### src/cpt_map.svh
// Register offsets, field positions, reset values and divider counts of the compare/PWM timer
// ==========================================================================
`ifndef CPT_MAP_SVH
`define CPT_MAP_SVH
// Byte addresses on the APB port
`define CPT_CTRL0_OFS   8'h00
`define CPT_CTRL1_OFS   8'h04
`define CPT_CNT_LO_OFS  8'h08
`define CPT_CNT_HI_OFS  8'h0c
`define CPT_CMPA_LO_OFS 8'h10
`define CPT_CMPA_HI_OFS 8'h14
`define CPT_CMPP_OFS    8'h18
`define CPT_FLAG_OFS    8'h1c
// Control 0 fields
`define CPT_PAUSE_BIT   7
`define CPT_CLKSRC_HI   6
`define CPT_CLKSRC_LO   4
`define CPT_ON_BIT      3
`define CPT_CTRL0_MASK  8'hf8
// Control 1 fields
`define CPT_MODE_HI     7
`define CPT_MODE_LO     6
`define CPT_FUNC_HI     5
`define CPT_FUNC_LO     4
`define CPT_INIT_BIT    3
`define CPT_INV_BIT     2
`define CPT_SWAP_BIT    1
`define CPT_CLRSEL_BIT  0
// Flag fields
`define CPT_FLAG_A_BIT  0
`define CPT_FLAG_P_BIT  1
// Reset values
`define CPT_RST_BYTE    8'h00
`define CPT_RST_CNT     16'h0000
// Divider terminal counts
`define CPT_SYS_DIV_LAST  2'h3
`define CPT_FAST16_LAST   4'hf
`define CPT_FAST64_LAST   6'h3f
`endif

### src/cpt_pkg.sv
// Types shared by the compare/PWM timer
package cpt_pkg;
  // Operating modes, Gray order along the usual path
  typedef enum logic [1:0] {
    CPT_MODE_CMP = 2'h0,
    CPT_MODE_CAP = 2'h1,
    CPT_MODE_TMR = 2'h3,
    CPT_MODE_PWM = 2'h2
  } cpt_mode_e;
  // Counter clock sources
  typedef enum logic [2:0] {
    CPT_CK_SYS4  = 3'h0,
    CPT_CK_SYS   = 3'h1,
    CPT_CK_FH16  = 3'h2,
    CPT_CK_FH64  = 3'h3,
    CPT_CK_SUBA  = 3'h4,
    CPT_CK_SUBB  = 3'h5,
    CPT_CK_EXTR  = 3'h6,
    CPT_CK_EXTF  = 3'h7
  } cpt_clksrc_e;
endpackage

### src/cpt_timer.sv
// Sixteen-bit compare/PWM timer with APB register slave
//
// Implementation choices: the register addresses and the APB register port.
`include "cpt_map.svh"
module cpt_timer
  import cpt_pkg::*;
#(
  parameter int ADDR_W = 8
) (
  input  wire logic              pclk,
  input  wire logic              presetn,
  input  wire logic              psel,
  input  wire logic              penable,
  input  wire logic              pwrite,
  input  wire logic [ADDR_W-1:0] paddr,
  input  wire logic [31:0]       pwdata,
  output logic      [31:0]       prdata,
  output logic                   pready,
  output logic                   pslverr,
  input  wire logic              fast_clk_in,
  input  wire logic              slow_clk_in,
  input  wire logic              external_timer_clock_pin,
  output logic                   compare_a_flag,
  output logic                   compare_p_flag,
  output logic                   timer_out,
  output logic                   timer_out_en
);

  // ==========================================================================
  // Register storage
  // ==========================================================================
  logic [7:0]  ctrl0_reg;
  logic [7:0]  ctrl1_reg;
  logic [15:0] cnt_reg;
  logic [15:0] cnt_next;
  logic [15:0] compare_a_value_reg;
  logic [7:0]  compare_p_value_reg;
  logic        flag_a_reg;
  logic        flag_p_reg;
  logic [31:0] prdata_reg;
  logic        on_last_reg;
  logic        cmp_out_reg;
  logic        cmp_out_next;
  logic        pin_reg;
  logic        pin_en_reg;

  // ==========================================================================
  // Control field decode
  // ==========================================================================
  // Named views of the control bits
  wire         counter_pause         = ctrl0_reg[`CPT_PAUSE_BIT];
  wire         counter_on            = ctrl0_reg[`CPT_ON_BIT];
  wire [2:0]   clock_source_select   = ctrl0_reg[`CPT_CLKSRC_HI:`CPT_CLKSRC_LO];
  wire         op_mode_hi            = ctrl1_reg[`CPT_MODE_HI];
  wire         op_mode_lo            = ctrl1_reg[`CPT_MODE_LO];
  wire         output_function_hi    = ctrl1_reg[`CPT_FUNC_HI];
  wire         output_function_lo    = ctrl1_reg[`CPT_FUNC_LO];
  wire         output_initial_level  = ctrl1_reg[`CPT_INIT_BIT];
  wire         output_invert         = ctrl1_reg[`CPT_INV_BIT];
  wire         duty_period_swap      = ctrl1_reg[`CPT_SWAP_BIT];
  wire         clear_source_select   = ctrl1_reg[`CPT_CLRSEL_BIT];
  wire [1:0]   out_func              = {output_function_hi, output_function_lo};
  wire [1:0]   mode_bits             = {op_mode_hi, op_mode_lo};

  // Mode flags
  wire         mode_cmp  = (mode_bits == CPT_MODE_CMP);
  wire         mode_tmr  = (mode_bits == CPT_MODE_TMR);
  wire         mode_pwm  = (mode_bits == CPT_MODE_PWM);
  wire         mode_cap  = (mode_bits == CPT_MODE_CAP);
  // Timer/counter mode shares all counting and flag behaviour of compare mode
  wire         mode_cmp_like = mode_cmp | mode_tmr;

  // ==========================================================================
  // Pin synchronisers
  // ==========================================================================
  // Fast clock, slow clock and external pin all come from other domains
  wire  [2:0]  pin_raw = {external_timer_clock_pin, slow_clk_in, fast_clk_in};
  logic [2:0]  sync1_reg;
  logic [2:0]  sync2_reg;
  logic [2:0]  sync_last_reg;

  // Two flops per pin, then one more to find edges on clean levels only
  genvar gi;
  generate
    for (gi = 0; gi < 3; gi++) begin : g_sync
      always_ff @(posedge pclk or negedge presetn) begin
        if (!presetn) begin
          sync1_reg[gi]     <= 1'b0;
          sync2_reg[gi]     <= 1'b0;
          sync_last_reg[gi] <= 1'b0;
        end else begin
          sync1_reg[gi]     <= pin_raw[gi];
          sync2_reg[gi]     <= sync1_reg[gi];
          sync_last_reg[gi] <= sync2_reg[gi];
        end
      end
    end
  endgenerate

  // Edge detection on the synchronised levels
  wire         fast_rise = sync2_reg[0] & ~sync_last_reg[0];
  wire         slow_rise = sync2_reg[1] & ~sync_last_reg[1];
  wire         ext_rise  = sync2_reg[2] & ~sync_last_reg[2];
  wire         ext_fall  = ~sync2_reg[2] & sync_last_reg[2];

  // ==========================================================================
  // Clock prescalers
  // ==========================================================================
  logic [1:0]  sys_div_reg;
  logic [5:0]  fast_div_reg;

  // Free-running dividers; they never stop so phase is unrelated to counter start
  always_ff @(posedge pclk or negedge presetn) begin
    if (!presetn) begin
      sys_div_reg  <= 2'h0;
      fast_div_reg <= 6'h00;
    end else begin
      sys_div_reg  <= sys_div_reg + 2'h1;
      if (fast_rise) begin
        fast_div_reg <= fast_div_reg + 6'h01;
      end
    end
  end

  // Prescaled events, one pclk cycle wide each
  wire         sys4_tick  = (sys_div_reg == `CPT_SYS_DIV_LAST);
  wire         fast16_tick = fast_rise & (fast_div_reg[3:0] == `CPT_FAST16_LAST);
  wire         fast64_tick = fast_rise & (fast_div_reg == `CPT_FAST64_LAST);

  // Clock source selection; the fast and slow clocks must run below pclk/2
  wire         src_tick =
      (clock_source_select == CPT_CK_SYS4) ? sys4_tick   :
      (clock_source_select == CPT_CK_SYS)  ? 1'b1        :
      (clock_source_select == CPT_CK_FH16) ? fast16_tick :
      (clock_source_select == CPT_CK_FH64) ? fast64_tick :
      (clock_source_select == CPT_CK_SUBA) ? slow_rise   :
      (clock_source_select == CPT_CK_SUBB) ? slow_rise   :
      (clock_source_select == CPT_CK_EXTR) ? ext_rise    :
                                             ext_fall;

  // ==========================================================================
  // Counter and comparators
  // ==========================================================================
  // Rising edge of the counter-on bit restarts counter and output
  wire         on_rise  = counter_on & ~on_last_reg;
  // Counting only while on and not paused
  // The restart cycle takes no tick, so the stale count can raise no match flag
  wire         tick_run = counter_on & ~counter_pause & src_tick & ~on_rise;
  wire [15:0]  cnt_inc  = cnt_reg + 16'h0001;

  // A matches when the next count reaches value A; zero never matches
  wire         a_hit = tick_run & (compare_a_value_reg != 16'h0000)
                       & (cnt_inc == compare_a_value_reg);
  // P sees the top byte only; zero matches at the wrap from FFFF
  wire         p_hit = tick_run & (cnt_inc == {compare_p_value_reg, 8'h00});

  // Clear source: the select bit counts only in compare-like modes
  wire         clear_on_a = (mode_cmp_like & clear_source_select)
                            | (mode_pwm & duty_period_swap);
  wire         clear_on_p = (mode_cmp_like & ~clear_source_select)
                            | (mode_pwm & ~duty_period_swap)
                            | mode_cap;
  wire         cnt_clear  = (clear_on_a & a_hit) | (clear_on_p & p_hit);

  // Next counter value; turning off simply stops ticks and keeps the value
  always_comb begin
    if (on_rise) begin
      cnt_next = `CPT_RST_CNT;
    end else if (cnt_clear) begin
      cnt_next = `CPT_RST_CNT;
    end else if (tick_run) begin
      cnt_next = cnt_inc;
    end else begin
      cnt_next = cnt_reg;
    end
  end

  // Counter register
  always_ff @(posedge pclk or negedge presetn) begin
    if (!presetn) begin
      cnt_reg     <= `CPT_RST_CNT;
      on_last_reg <= 1'b0;
    end else begin
      cnt_reg     <= cnt_next;
      on_last_reg <= counter_on;
    end
  end

  // Flag events; capture mode raises no A compare flag
  wire         a_set = a_hit & ~mode_cap;
  wire         p_set = p_hit & ~(mode_cmp_like & clear_source_select);

  // ==========================================================================
  // Output pin
  // ==========================================================================
  // Compare mode level: load on start, then act only on A matches
  always_comb begin
    cmp_out_next = cmp_out_reg;
    if (on_rise) begin
      cmp_out_next = output_initial_level;
    end else if (mode_cmp & a_set) begin
      case (out_func)
        2'h0:    cmp_out_next = cmp_out_reg;
        2'h1:    cmp_out_next = 1'b0;
        2'h2:    cmp_out_next = 1'b1;
        2'h3:    cmp_out_next = ~cmp_out_reg;
        default: cmp_out_next = cmp_out_reg;
      endcase
    end
  end

  // Duty value, seventeen bits so P zero can mean a full 65536 count
  wire [16:0]  p_span = (compare_p_value_reg == 8'h00) ? 17'h10000
                        : {1'b0, compare_p_value_reg, 8'h00};
  wire [16:0]  duty   = duty_period_swap ? p_span
                        : {1'b0, compare_a_value_reg};
  // Duty at or above the period is never reached, so the output stays active
  wire         pwm_active = ({1'b0, cnt_reg} < duty);

  // Forced or waveform activity; single pulse is not built and reads inactive
  wire         pwm_act_sel = (out_func == 2'h0) ? 1'b0 :
                             (out_func == 2'h1) ? 1'b1 :
                             (out_func == 2'h2) ? pwm_active : 1'b0;
  // Active level is the initial-level bit, inactive is its complement
  wire         pwm_level   = pwm_act_sel ? output_initial_level
                             : ~output_initial_level;

  // Final pin level; invert applies to both output modes
  wire         pin_level = mode_pwm ? (pwm_level ^ output_invert)
                         : mode_cmp ? (cmp_out_reg ^ output_invert)
                         : 1'b0;
  // Timer/counter and capture modes leave the pin free
  wire         pin_en    = mode_pwm | mode_cmp;

  // Output registers, so the pin is glitch free
  always_ff @(posedge pclk or negedge presetn) begin
    if (!presetn) begin
      cmp_out_reg <= 1'b0;
      pin_reg     <= 1'b0;
      pin_en_reg  <= 1'b0;
    end else begin
      cmp_out_reg <= cmp_out_next;
      pin_reg     <= pin_level;
      pin_en_reg  <= pin_en;
    end
  end

  // ==========================================================================
  // APB decode
  // ==========================================================================
  wire [7:0]   addr8     = paddr[7:0];
  wire         sel_ctrl0 = (addr8 == `CPT_CTRL0_OFS);
  wire         sel_ctrl1 = (addr8 == `CPT_CTRL1_OFS);
  wire         sel_cntlo = (addr8 == `CPT_CNT_LO_OFS);
  wire         sel_cnthi = (addr8 == `CPT_CNT_HI_OFS);
  wire         sel_cmpal = (addr8 == `CPT_CMPA_LO_OFS);
  wire         sel_cmpah = (addr8 == `CPT_CMPA_HI_OFS);
  wire         sel_cmpp  = (addr8 == `CPT_CMPP_OFS);
  wire         sel_flag  = (addr8 == `CPT_FLAG_OFS);
  wire         hi_zero   = (ADDR_W > 8) ? (paddr >> 8) == '0 : 1'b1;
  wire         mapped    = hi_zero & (sel_ctrl0 | sel_ctrl1 | sel_cntlo | sel_cnthi
                           | sel_cmpal | sel_cmpah | sel_cmpp | sel_flag);

  // Write happens once, in the access phase; unmapped writes are dropped
  wire         wr_acc  = psel & penable & pwrite & mapped;
  wire         rd_set  = psel & ~penable & ~pwrite;
  wire [7:0]   wbyte   = pwdata[7:0];

  // Read multiplexer; reserved and upper bits read as zero
  wire [7:0]   rd_byte =
      ~hi_zero  ? 8'h00 :
      sel_ctrl0 ? (ctrl0_reg & `CPT_CTRL0_MASK) :
      sel_ctrl1 ? ctrl1_reg :
      sel_cntlo ? cnt_reg[7:0] :
      sel_cnthi ? cnt_reg[15:8] :
      sel_cmpal ? compare_a_value_reg[7:0] :
      sel_cmpah ? compare_a_value_reg[15:8] :
      sel_cmpp  ? compare_p_value_reg :
      sel_flag  ? {6'h00, flag_p_reg, flag_a_reg} : 8'h00;

  // ==========================================================================
  // Register writes
  // ==========================================================================
  // Control and compare registers; counter bytes ignore writes
  always_ff @(posedge pclk or negedge presetn) begin
    if (!presetn) begin
      ctrl0_reg           <= `CPT_RST_BYTE;
      ctrl1_reg           <= `CPT_RST_BYTE;
      compare_a_value_reg <= {`CPT_RST_BYTE, `CPT_RST_BYTE};
      compare_p_value_reg <= `CPT_RST_BYTE;
    end else if (wr_acc) begin
      if (sel_ctrl0) begin
        ctrl0_reg <= wbyte & `CPT_CTRL0_MASK;
      end
      if (sel_ctrl1) begin
        ctrl1_reg <= wbyte;
      end
      if (sel_cmpal) begin
        compare_a_value_reg[7:0] <= wbyte;
      end
      if (sel_cmpah) begin
        compare_a_value_reg[15:8] <= wbyte;
      end
      if (sel_cmpp) begin
        compare_p_value_reg <= wbyte;
      end
    end
  end

  // Flags clear by writing one; a match in the same cycle wins over the clear
  wire         clr_a = wr_acc & sel_flag & wbyte[`CPT_FLAG_A_BIT];
  wire         clr_p = wr_acc & sel_flag & wbyte[`CPT_FLAG_P_BIT];

  // Sticky match flags
  always_ff @(posedge pclk or negedge presetn) begin
    if (!presetn) begin
      flag_a_reg <= 1'b0;
      flag_p_reg <= 1'b0;
    end else begin
      flag_a_reg <= a_set | (flag_a_reg & ~clr_a);
      flag_p_reg <= p_set | (flag_p_reg & ~clr_p);
    end
  end

  // Read data captured in the setup phase, held through the access phase
  always_ff @(posedge pclk or negedge presetn) begin
    if (!presetn) begin
      prdata_reg <= 32'h0000_0000;
    end else if (rd_set) begin
      prdata_reg <= {24'h00_0000, rd_byte};
    end
  end

  // ==========================================================================
  // Outputs
  // ==========================================================================
  // Zero wait states: every access completes in its first access cycle
  assign pready         = 1'b1;
  assign pslverr        = psel & penable & ~mapped;
  assign prdata         = prdata_reg;
  assign compare_a_flag = flag_a_reg;
  assign compare_p_flag = flag_p_reg;
  assign timer_out      = pin_reg;
  assign timer_out_en   = pin_en_reg;

endmodule

### config.mk
export PLATFORM = sky130hd
export DESIGN_NAME = cpt_timer
export DESIGN_NICKNAME = d
export VERILOG_FILES = /design/src/cpt_pkg.sv /design/src/cpt_timer.sv
export VERILOG_INCLUDE_DIRS = /design/src
export SDC_FILE = /design/constraint.sdc
export NUM_CORES = 1
export LEC_CHECK = 0
export BUFFER_PORTS_ARGS = -buffer_cell sky130_fd_sc_hd__buf_2
export CORE_ASPECT_RATIO = 1.5
export CORE_UTILIZATION = 52
export DETAILED_ROUTE_END_ITERATION = 7
export PLACE_DENSITY_LB_ADDON = 0.08
export REMOVE_ABC_BUFFERS = 1
export SLEW_MARGIN = 40
export SYNTH_ARGS = -nofsm -noshare
export SYNTH_HDL_FRONTEND = slang
export SYNTH_SLANG_ARGS = --single-unit
### constraint.sdc
create_clock -name pclk -period 2.59 [get_ports pclk]
set_input_delay 0 -clock pclk [delete_from_list [all_inputs] [get_ports pclk]]
set_output_delay 0 -clock pclk [all_outputs]
set_load 0.05 [all_outputs]
==> results.json, run 1 <==
{
  "status": "finished with violations",
  "violations": "negative setup slack",
  "grt_start_max_net_pins": 56,
  "finalWirelength_mm": 17.0,
  "firstDrtPassIters": 8,
  "yosysSeqAreaShare_pct": 38.2,
  "dominantRegCellSynth": "dfrtp_1",
  "drc": 0,
  "finalHoldViolations": 0,
  "relSlewSlack_pct": 51.4,
  "power.leakage_nw": 3.07,
  "grt_pass1_vias": 4909,
  "p_per_area_mw_per_mm2": 464,
  "cts-root-buf": "clkbuf_16",
  "internal-power_mw": 2.25,
  "power_frac_seq_pct": 45.4,
  "port_buffers": 36,
  "regArea_mm2": 0.00210,
  "p_clk_share_pct": 42.9,
  "worstHoldPathCells": 2,
  "drtIter0Drc": 405,
  "ir_drop_mv": 0.616,
  "ys_async_sr_fraction_pct": 100,
  "diodes": 0,
  "coreArea_mm2": 0.0102,
  "cts.sinks": 84,
  "final_nets": 733,
  "track_usage_pct": 31.8,
  "num_rows": 45,
  "routedWlPerCell_um": 21.0,
  "end_kind": "register",
  "fmax_mhz": 358,
  "die_y_um": 128,
  "critPathMaxFanout": 15,
  "maxSlewViolCount": 0,
  "synth_area_leader_cell": "dfrtp_1",
  "rsz0062_at_grt": "true",
  "critical_path_arrival_ns": 3.05,
  "setup_ws_ns": -0.203,
  "multi_input_area_mm2": 0.00324,
  "worst_path_max_delay_cell": "or4_4",
  "via_per_inst": 6.15,
  "htree_levels": 3,
  "drv_cap": 0,
  "tightest_slew_ns": 0.729,
  "skew_ns": 0.00712,
  "timing.hold.ws_ns": 0.0208,
  "fin_area_mm2": 0.00681,
  "min_period_ns": 2.79,
  "synth_enable_flop_cells": 0,
  "yosys-top-cells-area": "dfrtp_1 (38%), mux2_2 (8.0%), ha_1 (5.0%)",
  "final_cell_mix": "dfrtp_1 (84), buf_4 (73), mux2_2 (39)",
  "ant_nets": 0,
  "comb_power_share_pct": 11.6,
  "worstSetupPathType": "reg2reg",
  "fillCellCount": 810,
  "start_util_pct": 54.0,
  "period_share_pct": 108,
  "critPathLaunchType": "register",
  "ys_ff_latch": 84,
  "synth.distinct_cells": 63,
  "hold_class": "in2reg",
  "vias": 4977,
  "r2r_cells": 9,
  "synth_top_cell_area_share_pct": 38.2,
  "p_sw_share_pct": 28.7,
  "cts_buffers": 9,
  "gp_congestion": 0.965,
  "synth_warnings": 0,
  "die_area_mm2": 0.0110,
  "area_delta_synth_final_pct": 23.7,
  "place_area_mm2": 0.00620,
  "clk_pin_slew_ns": 0.07,
  "worst_skew_pair.late_latency_ns": 0.35,
  "crit_path_max_incr_delay_ns": 0.59,
  "crit_chain": "nand4_4 -> or4_4 -> or3_1 -> o2111ai_2 -> a2111oi_4 -> a21oi_2 -> clkbuf_16 -> nand3b_1 -> a31oi_1",
  "ios": 86,
  "antenna_found_initial": 0,
  "synth_area_mm2": 0.00551,
  "grt_pass1_wl_mm": 26.1,
  "setup-violations-final": 17,
  "post-dp-hpwl_mm": 12.3,
  "grt.overflow.total": 0,
  "cts_tree": "built",
  "die_w_um": 86.0,
  "drive_gt1_share_pct": 29.6,
  "postSynthAreaPerCell_um2": 9.80,
  "final_common_cell": "dfrtp_1",
  "postSynthCellCount": 562,
  "cp.required_ns": 2.85,
  "switchingPower_mw": 0.908,
  "clock_path_buffers": 2
}
cell usage after synthesis, types with 7 or more instances:
master and count:
dfrtp_1 84, mux2_2 39, a31oi_1 34, nor2_1 32, nand2_1 31, buf_4 25, ha_1 22, nand3_1 21
clkbuf_1 18, o21ai_0 18, xnor2_1 17, a21oi_1 14, inv_1 14, mux2i_1 14, nand4_1 13, a22oi_1 12
nand3b_1 11, xor2_1 9, buf_2 8, nor2b_1 8, o211ai_1 8, nor3b_1 7, nor4_1 7
final cells by class:
type                            count  area share, %
Multi-Input combinational cell    431           47.7
Sequential cell                    84           30.9
Timing Repair Buffer              123           13.6
Clock buffer                        9           3.31
Tap cell                          141           2.59
Clock inverter                      7           1.23
Inverter                           14          0.772
per-stage QoR:
stage | setup slack [ns] | std cells | total power [mW] | setup TNS (ns) | util, %
6_report | -0.203 | 809 | 3.16 | -2.60 | 66.8
3_3_place_gp | -0.175 | 776 | 1.80 | -2.39 | 60.8
5_1_grt | -0.306 | 809 | 3.27 | -4.49 | 66.8
4_1_cts | -0.112 | 804 | 3.18 | -1.32 | 65.6
3_5_place_dp | -0.279 | 776 | 1.82 | -4.14 | 60.8
2_1_floorplan | -1.11 | 529 | 1.69 | -17.02 | -
per-layer routing:
| metal | global-route usage (%) | routed length [um] | up-vias |
|---|---|---|---|
| met4 | 22.8 | 1230 | 0 |
| met2 | 52.9 | 8440 | 251 |
| met5 | 0 | 0 | - |
| met1 | 37.3 | 6320 | 2379 |
| li1 | - | - | 2260 |
| met3 | 4.57 | 979 | 87 |
cells by family (layout without fill, tap and decap cells):
group	Yosys count	after routing	synth area share, %
AND/OR/NAND/NOR	174	174	17.9
other	2	25	0.136
multiplexers	53	53	10.5
flip-flops	84	84	38.2
AO/OA/AOI/OAI	128	128	16.2
XOR/XNOR	29	29	5.36
adder cells (fa/ha/maj)	22	22	5.00
buffers and inverters	70	153	6.66
power by group through the flow:
stage          clock (mW)  combinational, mW  sequential [mW]
2_1_floorplan           0              0.170             1.52
3_3_place_gp            0              0.344             1.46
3_5_place_dp            0              0.354             1.46
4_1_cts              1.38              0.369             1.44
5_1_grt              1.43              0.397             1.44
6_report             1.36              0.368             1.44
worst max-delay path, delay by kind of cell (launching register included):
family / cells / cell delay (ns)
AND/OR/NAND/NOR: 4 / 1.21
flip-flops: 1 / 0.44
buffers and inverters: 1 / 0.26
AO/OA/AOI/OAI: 4 / 0.78
path summary, 6_finish.rpt:
check | startpoint | end | slack [ns]
worst min register to register | sync1_reg[0]$_DFF_PN0_ | sync2_reg[0]$_DFF_PN0_ | 0.36
max in group asynchronous | presetn | compare_a_value_reg[8]$_DFFE_PN0P_ | 1.64
worst min-delay path | pwdata[3] | compare_a_value_reg[3]$_DFFE_PN0P_ | 0.02
worst max register to register | cnt_reg[1]$_DFFE_PN0P_ | cnt_reg[4]$_DFFE_PN0P_ | -0.20
worst max-delay path | cnt_reg[1]$_DFFE_PN0P_ | cnt_reg[4]$_DFFE_PN0P_ | -0.20
min in group asynchronous | presetn | cnt_reg[1]$_DFFE_PN0P_ | 0.24
repair_timing:
action | in CTS | in global routing
gates resized for setup | 15 | 11
buffers inserted | 1 | 3
hold buffers | 11 | 0
endpoints found under the setup margin | 18 | 18
gates cloned | 0 | 2
pin swaps | 11 | 6
hold endpoints to repair | 88 | 0
No activity file was read; power rests on OpenSTA's default activity.
==> run 2: changes to the inputs <==
--- a/config.mk
+++ b/config.mk
@@ -7,8 +7,10 @@
 export NUM_CORES = 1
 export LEC_CHECK = 0
 export BUFFER_PORTS_ARGS = -buffer_cell sky130_fd_sc_hd__buf_2
+export CELL_PAD_IN_SITES_DETAIL_PLACEMENT = 1
+export CELL_PAD_IN_SITES_GLOBAL_PLACEMENT = 2
 export CORE_ASPECT_RATIO = 1.5
-export CORE_UTILIZATION = 52
+export CORE_UTILIZATION = 33
 export DETAILED_ROUTE_END_ITERATION = 7
 export PLACE_DENSITY_LB_ADDON = 0.08
 export REMOVE_ABC_BUFFERS = 1
@@ -16,3 +18,4 @@
 export SYNTH_ARGS = -nofsm -noshare
 export SYNTH_HDL_FRONTEND = slang
 export SYNTH_SLANG_ARGS = --single-unit
+export TNS_END_PERCENT = 10
==> results.json, run 2 (same netlist as run 1, synthesis figures left out) <==
{
  "status": "finished with violations",
  "violations": "negative setup slack",
  "rsz0062_at_grt": "true",
  "tightest_slew_ns": 0.720,
  "critPathMaxFanout": 7,
  "final_core_utilization_pct": 43.4,
  "placed_cells": 863,
  "finalHoldViolations": 0,
  "final_common_cell": "buf_4",
  "cts_buffers": 9,
  "regArea_mm2": 0.00211,
  "switchingPower_mw": 0.969,
  "track_usage_pct": 25.4,
  "ir_drop_mv": 0.375,
  "critical_path_arrival_ns": 3.07,
  "end_kind": "register",
  "gp_congestion": 0.876,
  "die_y_um": 160,
  "ios": 86,
  "power.leakage_nw": 3.15,
  "cp.required_ns": 2.82,
  "antenna_found_initial": 0,
  "post-dp-hpwl_mm": 16.0,
  "worstHoldPathCells": 2,
  "final_nets": 751,
  "timing.setup.tns_ns": -3.72,
  "period_share_pct": 110,
  "grt_pass1_wl_mm": 31.9,
  "drtIter0Drc": 173,
  "cts-root-buf": "clkbuf_16",
  "skew_ns": 0.0103,
  "setup-violations-final": 17,
  "critPathLaunchType": "register",
  "multi_input_area_mm2": 0.00328,
  "die_area_mm2": 0.0172,
  "finalWirelength_mm": 20.9,
  "area_delta_synth_final_pct": 28.1,
  "drv_cap": 0,
  "comb_power_share_pct": 11.7,
  "coreArea_mm2": 0.0163,
  "grt_pass1_vias": 5384,
  "drc": 0,
  "diodes": 0,
  "routedWlPerCell_um": 23.4,
  "p_per_area_mw_per_mm2": 461,
  "power_frac_seq_pct": 44.2,
  "cts_tree": "built",
  "final_cell_mix": "buf_4 (90), dfrtp_1 (81), mux2_2 (39)",
  "fillCellCount": 1856,
  "maxSlewViolCount": 0,
  "grt.overflow.total": 0,
  "internal-power_mw": 2.28,
  "die_w_um": 107,
  "grt_start_max_net_pins": 85,
  "worst_skew_pair.late_latency_ns": 0.36,
  "p_sw_share_pct": 29.8,
  "drive_gt1_share_pct": 32.1,
  "clk_pin_slew_ns": 0.07,
  "via_per_inst": 5.52,
  "ant_nets": 0,
  "start_util_pct": 33.9,
  "setup_ws_ns": -0.249,
  "vias": 4927,
  "fin_cells": 892,
  "cts.sinks": 84,
  "firstDrtPassIters": 4,
  "p_clk_share_pct": 44.2,
  "htree_levels": 3,
  "num_rows": 57,
  "clock_path_buffers": 2,
  "hold_class": "in2reg",
  "port_buffers": 36,
  "worstSetupPathType": "reg2reg",
  "r2r_cells": 11,
  "fmax_mhz": 352,
  "min_period_ns": 2.84,
  "relSlewSlack_pct": 51.8
}
run 2: cell count changes in the layout (fill, tap and decap cells not counted), sizes merged:
cell | before | now
clkbuf | 11 | 10
buf | 110 | 131
clkinv | 3 | 4
inv | 17 | 15
dlygate4sd3 | 11 | 10
run 2: repair_timing:
item                                    CTS  global route
endpoints found under the setup margin   19            20
hold buffers                             10             0
gates cloned                              0             2
endpoints found under the hold margin   107             0
buffers inserted                          0             1
gates resized for setup                   8            25
pin swaps                                 0             9
run 2: worst max-delay path, stage by stage (launching register included):
cell,delay [ns]
dfrtp_1,0.36
buf_6,0.12
nand4_4,0.11
or4_4,0.62
o211ai_1,0.19
o211ai_1,0.20
a2111oi_4,0.38
o211ai_1,0.14
buf_4,0.19
buf_6,0.15
a41oi_2,0.19
a31oi_1,0.06
run 2: path summary, 6_finish.rpt:
path	start	end	slack [ns]
worst max register to register	cnt_reg[1]$_DFFE_PN0P_	cnt_reg[9]$_DFFE_PN0P_	-0.25
min in group asynchronous	presetn	compare_a_value_reg[1]$_DFFE_PN0P_	0.22
worst min-delay path	pwdata[6]	ctrl0_reg[6]$_DFFE_PN0P_	0.01
max in group asynchronous	presetn	prdata[7]$_DFFE_PN0P_	1.97
worst max-delay path	cnt_reg[1]$_DFFE_PN0P_	cnt_reg[9]$_DFFE_PN0P_	-0.25
worst min register to register	sync1_reg[1]$_DFF_PN0_	sync2_reg[1]$_DFF_PN0_	0.35
run 2: area by class of cell:
type | count | share of cell area (%)
multi-input cells | 431 | 46.5
flip-flops and latches | 84 | 29.9
repair buffers | 141 | 14.6
well taps | 206 | 3.66
clock buffers | 10 | 3.39
clock inverters | 6 | 1.19
inverters | 14 | 0.745
run 2: power by group through the flow:
stage	registers [mW]	logic [mW]	clock network [mW]
finish	1.44	0.380	1.44
detailed placement	1.46	0.370	0
global route	1.45	0.412	1.51
floorplan	1.52	0.170	0
CTS	1.44	0.383	1.47
global placement	1.46	0.359	0
run 2: per-stage QoR:
step                      total power, mW  hold WS (ns)  cell area, um2  setup WS (ns)
after global placement               1.82        0.0733            6440         -0.349
after floorplan                      1.69        -0.296            5280          -1.11
after detailed placement             1.83        0.0782            6440         -0.410
after global routing                 3.37        0.0107            7050         -0.358
after CTS                            3.29        0.0132            6900         -0.283
final                                3.25        0.0111            7050         -0.249
run 2: routing by layer:
metal  wire (um)  GRT usage (%)
met1        8150           28.5
met2       11200           46.5
met4         920           12.3
met3         623           3.06
met5           0              0
